## config.mk

```make
export PLATFORM = sky130hd
export DESIGN_NAME = prs_device_flat
export DESIGN_NICKNAME = d
export VERILOG_FILES = /design/src/design/prs_pkg.sv /design/src/design/prs_link_if.sv /design/src/design/prs_device.sv /design/src/flat_wrapper.sv
export SDC_FILE = /design/constraint.sdc
export NUM_CORES = 1
export LEC_CHECK = 0
export ABC_AREA = 1
export BUFFER_PORTS_ARGS = -buffer_cell sky130_fd_sc_hd__buf_2
export CAP_MARGIN = 25
export CORE_MARGIN = 4
export CORE_UTILIZATION = 55
export CTS_CLUSTER_DIAMETER = 30
export DETAILED_ROUTE_END_ITERATION = 10
export GPL_TIMING_DRIVEN = 0
export PLACE_DENSITY = 0.77
export SETUP_SLACK_MARGIN = 0.4
export SYNTH_ARGS = -nofsm -noshare
export SYNTH_HDL_FRONTEND = slang
export SYNTH_SLANG_ARGS = --single-unit
```

## constraint.sdc

```tcl
create_clock -name clk_sys -period 2.85 [get_ports clk_sys]
set_input_delay 0.4275 -clock clk_sys [delete_from_list [all_inputs] [get_ports clk_sys]]
set_output_delay 0.4275 -clock clk_sys [all_outputs]
set_load 0.03 [all_outputs]
```

## src/design/prs_pkg.sv

```systemverilog
// shared constants for the power-up / hardware-reset sequencing pair
// assumes a single 40 MHz system clock on both ends
package prs_pkg;
    // clock period in ns
    localparam int CLK_PERIOD_NS = 25;
    // self-initialization wait, microseconds (longest: device counts it up)
    localparam int INIT_WAIT_TIME_US = 150;
    // least reset pulse, ns
    localparam int RESET_PULSE_MIN_NS = 200;
    // least reset high to select, ns
    localparam int RESET_HIGH_TO_SELECT_NS = 200;
    // least reset low to select, ns
    localparam int RESET_LOW_TO_SELECT_NS = 400;
    // least supply-off duration for a clean power-on, microseconds
    localparam int SUPPLY_OFF_DURATION_US = 50;
    // cycle counts; least times round up, the device wait rounds down
    localparam int INIT_WAIT_CYC = (INIT_WAIT_TIME_US * 1000) / CLK_PERIOD_NS;
    localparam int RESET_PULSE_CYC = (RESET_PULSE_MIN_NS + CLK_PERIOD_NS - 1) / CLK_PERIOD_NS;
    localparam int RESET_HIGH_CYC =
        (RESET_HIGH_TO_SELECT_NS + CLK_PERIOD_NS - 1) / CLK_PERIOD_NS;
    localparam int RESET_LOW_CYC = (RESET_LOW_TO_SELECT_NS + CLK_PERIOD_NS - 1) / CLK_PERIOD_NS;
    localparam int SUPPLY_OFF_CYC =
        (SUPPLY_OFF_DURATION_US * 1000 + CLK_PERIOD_NS - 1) / CLK_PERIOD_NS;
    // device configuration register default
    localparam logic [15:0] CFG_RESET_VALUE = 16'h8f1f;
    // refresh row counter default and width
    localparam int ROW_W = 13;
    localparam logic [12:0] ROW_RESET_VALUE = 13'h0000;
    // device operating states
    typedef enum logic [2:0] {
        PRS_ST_POWER_OFF = 3'b000,
        PRS_ST_RESET = 3'b001,
        PRS_ST_INIT = 3'b010,
        PRS_ST_STANDBY = 3'b011,
        PRS_ST_HYBRID_SLEEP = 3'b100,
        PRS_ST_DEEP_POWER_DOWN = 3'b101
    } prs_state_e;
endpackage

```

## src/design/prs_link_if.sv

```systemverilog
// pin-level link between host controller and memory device
// both ends on clk_sys; device samples pins through its own synchronisers
`timescale 1ns/100ps
`default_nettype none
interface prs_link_if;
    // chip select, active low, driven by host
    logic cs_n;
    // hardware reset pin, active low, driven by host
    logic hw_reset_n;
    // device side
    modport device (input cs_n, input hw_reset_n);
    // host side
    modport host (output cs_n, output hw_reset_n);
endinterface
`default_nettype wire

```

## src/design/prs_device.sv

```systemverilog
// device end: power-up self-initialization, supply-dip and hardware reset handling
// assumes pins arrive asynchronously; supply monitor levels are plain inputs
// Summary of operation
// RULE1 - up to 150 us self-init before first access
// RULE2 - host keeps select high during power-up
// RULE3 - reset low postpones self-init start
// RULE4 - host issues no transfers during self-init
// RULE5 - self-init refreshes array, then device ready
// RULE6 - short supply dip needs host hardware reset
// RULE7 - reset pin returns device to standby
// RULE8 - reset low at least 200 ns, bus idle
// RULE9 - select waits 200 ns after reset high
// RULE10 - select waits 400 ns after reset fall
// RULE11 - hardware reset restores configuration defaults
// RULE12 - reset low halts refresh, array invalid
// RULE13 - refresh resumes when reset returns high
// RULE14 - reset restores refresh row counter default
// RULE15 - reset exits hybrid sleep and deep power-down
// RULE16 - host treats array as lost after reset
// RULE17 - host counts intervals from its clock, rounding up
`timescale 1ns/100ps
`default_nettype none
module prs_device #(
    parameter int INIT_CYCLES = prs_pkg::INIT_WAIT_CYC,
    parameter int ROW_COUNT = 8192
) (
    // clock, reset, enable
    input wire logic clk_sys,
    input wire logic rst_n,
    input wire logic clk_en,
    // link pins
    prs_link_if.device link,
    // supply monitor: at or above minimum, above lockout level
    input wire logic supply_ok,
    input wire logic supply_above_lockout,
    // low-power requests and configuration writes from the device's command path
    input wire logic sleep_req,
    input wire logic dpd_req,
    input wire logic cfg_wr,
    input wire logic [15:0] cfg_wdata,
    // status
    output logic ready,
    output logic refresh_active,
    output logic array_valid,
    output logic [2:0] state,
    output logic [15:0] cfg,
    output logic [prs_pkg::ROW_W-1:0] refresh_row,
    output logic access_violation
);
    // elaboration checks
    initial
    begin
        if (INIT_CYCLES < 1 || INIT_CYCLES > 2**24 - 1)
            $error("prs_device: INIT_CYCLES out of range");
        if (ROW_COUNT < 2 || ROW_COUNT > 2**prs_pkg::ROW_W)
            $error("prs_device: ROW_COUNT out of range");
    end

    // pin synchronisers, two flops each
    logic [1:0] rst_sync_q;
    logic [1:0] cs_sync_q;
    logic [1:0] sup_sync_q;
    logic [1:0] lko_sync_q;
    // state and counters
    prs_pkg::prs_state_e state_q, state_d;
    logic [23:0] init_cnt_q;
    logic [prs_pkg::ROW_W-1:0] row_q;
    logic [15:0] cfg_q;
    logic array_valid_q;
    // set by a finished power-on init and kept through hardware resets, since the
    // reset itself clears array validity and cannot tell standby from a fresh power-on
    logic inited_q;
    logic viol_q;

    // synchronised levels, read only from the second flop
    wire pin_reset_n = rst_sync_q[1];
    wire pin_cs_n = cs_sync_q[1];
    wire sup_ok = sup_sync_q[1];
    wire sup_lko = lko_sync_q[1];
    // dip below lockout loses everything and forces a new power-on
    wire power_lost = !sup_lko;
    wire init_done = (init_cnt_q == 24'(INIT_CYCLES - 1));
    wire row_wrap = (row_q == prs_pkg::ROW_W'(ROW_COUNT - 1));
    // refresh runs only when powered, out of reset and not in deep power-down
    wire refresh_on = (state_q == prs_pkg::PRS_ST_INIT) ||
        (state_q == prs_pkg::PRS_ST_STANDBY) || (state_q == prs_pkg::PRS_ST_HYBRID_SLEEP);
    // selection while not ready is a host-side breach, flagged for visibility
    wire bad_select = !pin_cs_n && (state_q != prs_pkg::PRS_ST_STANDBY);

    // pin capture
    always_ff @(posedge clk_sys)
    begin
        if (!rst_n)
        begin
            rst_sync_q <= 2'h0;
            cs_sync_q <= 2'h3;
            sup_sync_q <= 2'h0;
            lko_sync_q <= 2'h0;
        end
        else if (clk_en)
        begin
            rst_sync_q <= {rst_sync_q[0], link.hw_reset_n};
            cs_sync_q <= {cs_sync_q[0], link.cs_n};
            sup_sync_q <= {sup_sync_q[0], supply_ok};
            lko_sync_q <= {lko_sync_q[0], supply_above_lockout};
        end
    end

    // next-state selection
    always_comb
    begin
        state_d = state_q;
        case (state_q)
            prs_pkg::PRS_ST_POWER_OFF:
                // wait for supply, and for reset pin high
                if (sup_ok && pin_reset_n)
                    state_d = prs_pkg::PRS_ST_INIT; // RULE3
                else if (sup_ok)
                    state_d = prs_pkg::PRS_ST_RESET;
            prs_pkg::PRS_ST_RESET:
                // reset release starts init after power-on, else goes straight to standby
                if (pin_reset_n)
                    state_d = inited_q ? prs_pkg::PRS_ST_STANDBY
                                       : prs_pkg::PRS_ST_INIT; // RULE3 RULE7
            prs_pkg::PRS_ST_INIT:
                if (init_done)
                    state_d = prs_pkg::PRS_ST_STANDBY; // RULE1 RULE5
            prs_pkg::PRS_ST_STANDBY:
                if (dpd_req)
                    state_d = prs_pkg::PRS_ST_DEEP_POWER_DOWN;
                else if (sleep_req)
                    state_d = prs_pkg::PRS_ST_HYBRID_SLEEP;
            prs_pkg::PRS_ST_HYBRID_SLEEP: state_d = state_q;
            prs_pkg::PRS_ST_DEEP_POWER_DOWN: state_d = state_q;
            default: state_d = prs_pkg::PRS_ST_POWER_OFF;
        endcase
        // reset pin overrides every powered state, sleep and dpd included
        if (!pin_reset_n && sup_ok && state_q != prs_pkg::PRS_ST_POWER_OFF)
            state_d = prs_pkg::PRS_ST_RESET; // RULE7 RULE15
        if (power_lost)
            state_d = prs_pkg::PRS_ST_POWER_OFF;
    end

    // state register and init counter
    always_ff @(posedge clk_sys)
    begin
        if (!rst_n)
        begin
            state_q <= prs_pkg::PRS_ST_POWER_OFF;
            init_cnt_q <= 24'h000000;
        end
        else if (clk_en)
        begin
            state_q <= state_d;
            // counter only runs inside init
            if (state_q == prs_pkg::PRS_ST_INIT && !init_done)
                init_cnt_q <= init_cnt_q + 24'h000001; // RULE1
            else if (state_q != prs_pkg::PRS_ST_INIT)
                init_cnt_q <= 24'h000000;
        end
    end

    // configuration register, refresh row and array validity
    always_ff @(posedge clk_sys)
    begin
        if (!rst_n)
        begin
            cfg_q <= prs_pkg::CFG_RESET_VALUE;
            row_q <= prs_pkg::ROW_RESET_VALUE;
            array_valid_q <= 1'b0;
            viol_q <= 1'b0;
            inited_q <= 1'b0;
        end
        else if (clk_en)
        begin
            viol_q <= bad_select;
            // only a real power loss forces the long init wait again
            if (state_q == prs_pkg::PRS_ST_POWER_OFF)
                inited_q <= 1'b0;
            else if (state_q == prs_pkg::PRS_ST_INIT && init_done)
                inited_q <= 1'b1; // RULE7
            if (state_q == prs_pkg::PRS_ST_RESET || state_q == prs_pkg::PRS_ST_POWER_OFF)
            begin
                cfg_q <= prs_pkg::CFG_RESET_VALUE; // RULE11
                row_q <= prs_pkg::ROW_RESET_VALUE; // RULE14
                array_valid_q <= 1'b0; // RULE12
            end
            else
            begin
                if (cfg_wr && state_q == prs_pkg::PRS_ST_STANDBY)
                    cfg_q <= cfg_wdata;
                // refresh walks the rows again after reset release
                if (refresh_on)
                    row_q <= row_wrap ? prs_pkg::ROW_RESET_VALUE
                                      : row_q + prs_pkg::ROW_W'(1); // RULE13
                // array counts as initialized once init ends
                if (state_q == prs_pkg::PRS_ST_INIT && init_done)
                    array_valid_q <= 1'b1; // RULE5
            end
        end
    end

    // registered status outputs
    always_ff @(posedge clk_sys)
    begin
        if (!rst_n)
        begin
            ready <= 1'b0;
            refresh_active <= 1'b0;
            array_valid <= 1'b0;
            state <= 3'h0;
            cfg <= prs_pkg::CFG_RESET_VALUE;
            refresh_row <= prs_pkg::ROW_RESET_VALUE;
            access_violation <= 1'b0;
        end
        else if (clk_en)
        begin
            ready <= (state_q == prs_pkg::PRS_ST_STANDBY);
            refresh_active <= refresh_on; // RULE12 RULE13
            array_valid <= array_valid_q;
            state <= state_q;
            cfg <= cfg_q;
            refresh_row <= row_q;
            access_violation <= viol_q;
        end
    end
endmodule
`default_nettype wire

```

## src/flat_wrapper.sv

```systemverilog
// flat-port wrapper written by rule: the top's interface ports become plain ports
module prs_device_flat 
#(
    parameter int INIT_CYCLES = prs_pkg::INIT_WAIT_CYC,
    parameter int ROW_COUNT = 8192
)
  (clk_sys, rst_n, clk_en, supply_ok, supply_above_lockout, sleep_req, dpd_req, cfg_wr, cfg_wdata, ready, refresh_active, array_valid, state, cfg, refresh_row, access_violation, link_cs_n, link_hw_reset_n);
  prs_link_if link_i ();
  input wire logic clk_sys;
  input wire logic rst_n;
  input wire logic clk_en;
  input wire logic supply_ok;
  input wire logic supply_above_lockout;
  input wire logic sleep_req;
  input wire logic dpd_req;
  input wire logic cfg_wr;
  input wire logic [15:0] cfg_wdata;
  output logic ready;
  output logic refresh_active;
  output logic array_valid;
  output logic [2:0] state;
  output logic [15:0] cfg;
  output logic [prs_pkg::ROW_W-1:0] refresh_row;
  output logic access_violation;
  input wire logic [$bits(link_i.cs_n)-1:0] link_cs_n;
  input wire logic [$bits(link_i.hw_reset_n)-1:0] link_hw_reset_n;
  assign link_i.cs_n = link_cs_n;
  assign link_i.hw_reset_n = link_hw_reset_n;
  prs_device #(.INIT_CYCLES(INIT_CYCLES), .ROW_COUNT(ROW_COUNT)) u_core (.clk_sys(clk_sys), .rst_n(rst_n), .clk_en(clk_en), .link(link_i), .supply_ok(supply_ok), .supply_above_lockout(supply_above_lockout), .sleep_req(sleep_req), .dpd_req(dpd_req), .cfg_wr(cfg_wr), .cfg_wdata(cfg_wdata), .ready(ready), .refresh_active(refresh_active), .array_valid(array_valid), .state(state), .cfg(cfg), .refresh_row(refresh_row), .access_violation(access_violation));
endmodule
```

==> results by group <==
Timing
  • Final hold slack: 0.2859 ns
  • Least-Margin Pin Slew: 0.5332 ns
  • Clock period minus worst slack: 1.814 ns
  • Final period utilization: 0.6363
  • Relative slew slack: 0.6445
  • Final TNS setup: 0 ns
  • Final worst clock skew: 0.01799 ns
  • Highest Clock Rate: 551.4 MHz
  • Slew Limit Fails: 0
  • Final setup vio count: 0
  • RSZ-0062 raised after global routing: no
  • Hold Vio Cnt, Final: 0

Worst setup path
  • Critical Path Source Type: flop
  • CP Class: reg -> reg
  • Slowest Stage Delay on Critical Path: 0.39 ns
  • Top delay family on crit path: simple AND/OR/NAND/NOR gates
  • Worst setup EP type: flop
  • Critical Path RT: 3.10 ns
  • R2R Setup Slk: 1.04 ns
  • Worst Path Max Fanout: 10
  • R2R cell count: 9
  • CP Cell Sequence: ha_1, nand3_1, nor2_2, nand2_1, nor3_2, a21oi_1, o21ai_2, buf_4, nor2_1
  • Critical R2R Capture: u_core.row_q[9]
  • CP Data Arrival Time: 2.07 ns
  • Slowest CP cell: dfxtp_1
  • R2R Path Start: u_core.row_q[0]
  • Worst Path Buf+Inv: 1

Placement
  • RePlAce Congestion: 0.9019
  • IO Port Bufs: 61
  • Post-DP HPWL: 8106 um

Pwr
  • PD cells: 550.7 mW/mm^2
  • Maximum VDD drop: 0.4585 mV
  • P_leak: 2.210 nW
  • Total Power: 2.917 mW

Global routing
  • Largest net degree at the start of global routing: 19
  • First-pass GRT wire length: 18800 um
  • Gr ovfl total: 0
  • Vias in the first global route: 4287
  • Total GRT Usage: 0.2294
  • Initial antenna violation count: 0

Die
  • Core Footprint: 0.008217 mm^2
  • DIE WIDTH: 99.78 um
  • Die span in y: 99.78 um
  • IO Pins: 62
  • Starting Density: 0.5639
  • Rows: 33
  • Die area: 0.009956 mm^2

Clock tree
  • # hold bufs at CTS: 0
  • Htree depth: 3
  • Root Buffer: clkbuf_8
  • CTS tree: built
  • Clk_lat worst skew: 0.36 ns
  • Setup Fix Bufs, Post-CTS: 0
  • Cts bufs inserted: 9
  • # clock sinks: 103
  • Clock-pin slew on the worst setup and hold paths: 0.11 ns
  • Post_cts resized: 0
  • Longest Clk Path Bufs: 2

Yosys
  • FF+latch count, synth: 103
  • Mapped Avg Cell Area: 7.052 um^2
  • Register area share after synthesis: 0.4450
  • Mapped Nets: 685
  • Synth async-reset ratio: 0
  • Post-synth EDFFs: 0
  • Most common cell in the netlist: nand2_1
  • Largest area contributor in the netlist: dfxtp_1
  • Warnings, synthesis: 0
  • Post-Syn Instances: 657
  • Yosys top cell area share: 0.4450
  • Post-synth cell types: 37
  • Ys flop type: dfxtp_1
  • Synth top area cells: dfxtp_1 (45%), nand2_1 (12%), nor2_1 (9.6%)
  • Post-Syn Area: 0.004633 mm^2
  • Synth top cells by count: nand2_1 (150), nor2_1 (118), dfxtp_1 (103), nand3_1 (50), o21ai_0 (43)

Min path
  • Number of stages on the worst hold path: 3
  • Hold Path End: u_core.cs_sync_q[0]
  • Hold Path Origin: link_cs_n
  • Hold Path Class: in -> reg

Routing
  • Initial DRC Count: 205
  • Drc violations: 0
  • Antenna-violating nets left: 0
  • DRT Pass-1 Iters: 5
  • Vias: 4408
  • WL/cell: 13.06 um
  • Routed WL: 10960 um
  • Drt via density: 5.254

Status
  • Outcome: complete, no violations

Flow run
  • Max Cap Viol: 0

Layout
  • Area grow syn2layout: 14.31%
  • Fin nets: 757
  • Layout cell share with drive strength beyond 1: 0.1594
  • N_diodes: 0
  • Filler instances: 759
cell families (layout without fill, tap and decap cells):
group / after synthesis / in the layout / share of synthesized area
adders and majority gates: 2 / 2 / 0.005400
DFF: 103 / 103 / 0.4450
buffers and inverters: 79 / 156 / 0.07184
and+or+nand+nor: 362 / 362 / 0.3378
AOI/OAI and AO/OA: 97 / 97 / 0.1134
xor gates and xnor gates: 14 / 14 / 0.02647
worst max-delay path by stage:
stage	startpoint	to	slack [ns]	depth (start not counted)
3_5_place_dp	clk_en	u_core.cfg[5]	1.01	6
4_1_cts	u_core.row_q[0]	u_core.row_q[6]	1.03	9
5_1_grt	u_core.row_q[0]	u_core.row_q[12]	0.83	9
2_1_floorplan	u_core.row_q[0]	u_core.row_q[2]	1.28	9
6_report	u_core.row_q[0]	u_core.row_q[9]	1.04	9
3_3_place_gp	clk_en	u_core.access_violation	1.04	6
state kept, by name, indices dropped and copies added, names as in the netlist, 2 cells and up:
register,flops
u_core.cfg,16
u_core.cfg_q,16
u_core.cs_sync_q,2
u_core.init_cnt_q,24
u_core.lko_sync_q,2
u_core.refresh_row,13
u_core.row_q,13
u_core.rst_sync_q,2
u_core.state,3
u_core.state_q,3
u_core.sup_sync_q,2
power by group:
part           leakage [nW]  internal, mW  switching (mW)
Combinational          1.26         0.111           0.251
Clock                 0.111         0.511           0.512
Sequential            0.842          1.50          0.0353
Total                  2.21          2.12           0.799
layout by cell type, fill, tap and decap left out, drive strengths merged:
cell type,Yosys,layout
nand2,156,156
nor2,128,128
dfxtp,103,103
buf,11,72
inv,50,53
nand3,52,52
o21ai,46,46
a21oi,42,42
clkbuf,16,26
nand4,15,15
xor2,13,13
nor3,8,8
a211oi,4,4
o21bai,3,3
clkinv,2,2
ha,2,2
bufinv,0,2
a31o,1,1
and3,1,1
a41oi,1,1
nand3b,1,1
xnor2,1,1
or2,1,1
clkinvlp,0,1
layout make-up:
type	instances	area (um^2)	area share
tap	105	131.4	0.02481
timing repair buffer	61	305.3	0.05764
inverter	52	200.2	0.03780
buffer	27	132.6	0.02504
sequential	103	2062	0.3893
multi-input combinational	475	2238	0.4226
clock buffer	10	127.6	0.02410
clock inverter	6	98.84	0.01866
through the flow:
step           instance area, um^2  worst slack (ns)  std cells    util
2_1_floorplan                 4633             1.283        657       -
4_1_cts                       5296             1.031        839  0.6446
3_3_place_gp                  5070             1.037        823  0.6170
3_5_place_dp                  5070             1.010        823  0.6170
5_1_grt                       5296            0.8311        839  0.6446
6_report                      5296             1.036        839  0.6446
routing by layer:
layer,track usage,vias to the layer above,part of all wire,routed length [um]
li1,-,2263,-,-
met1,0.2818,2019,0.44,4830
met2,0.3971,109,0.50,5427
met3,0.04448,17,0.045,493
met4,0.08718,0,0.019,207
met5,0,-,0,0
tightest hold or removal path, cell delays in order:
cell and delay, ns:
buf_2 0.07, nand2_1 0.05, nand3_1 0.07
Note: power is estimated with default switching activity, not from simulation.
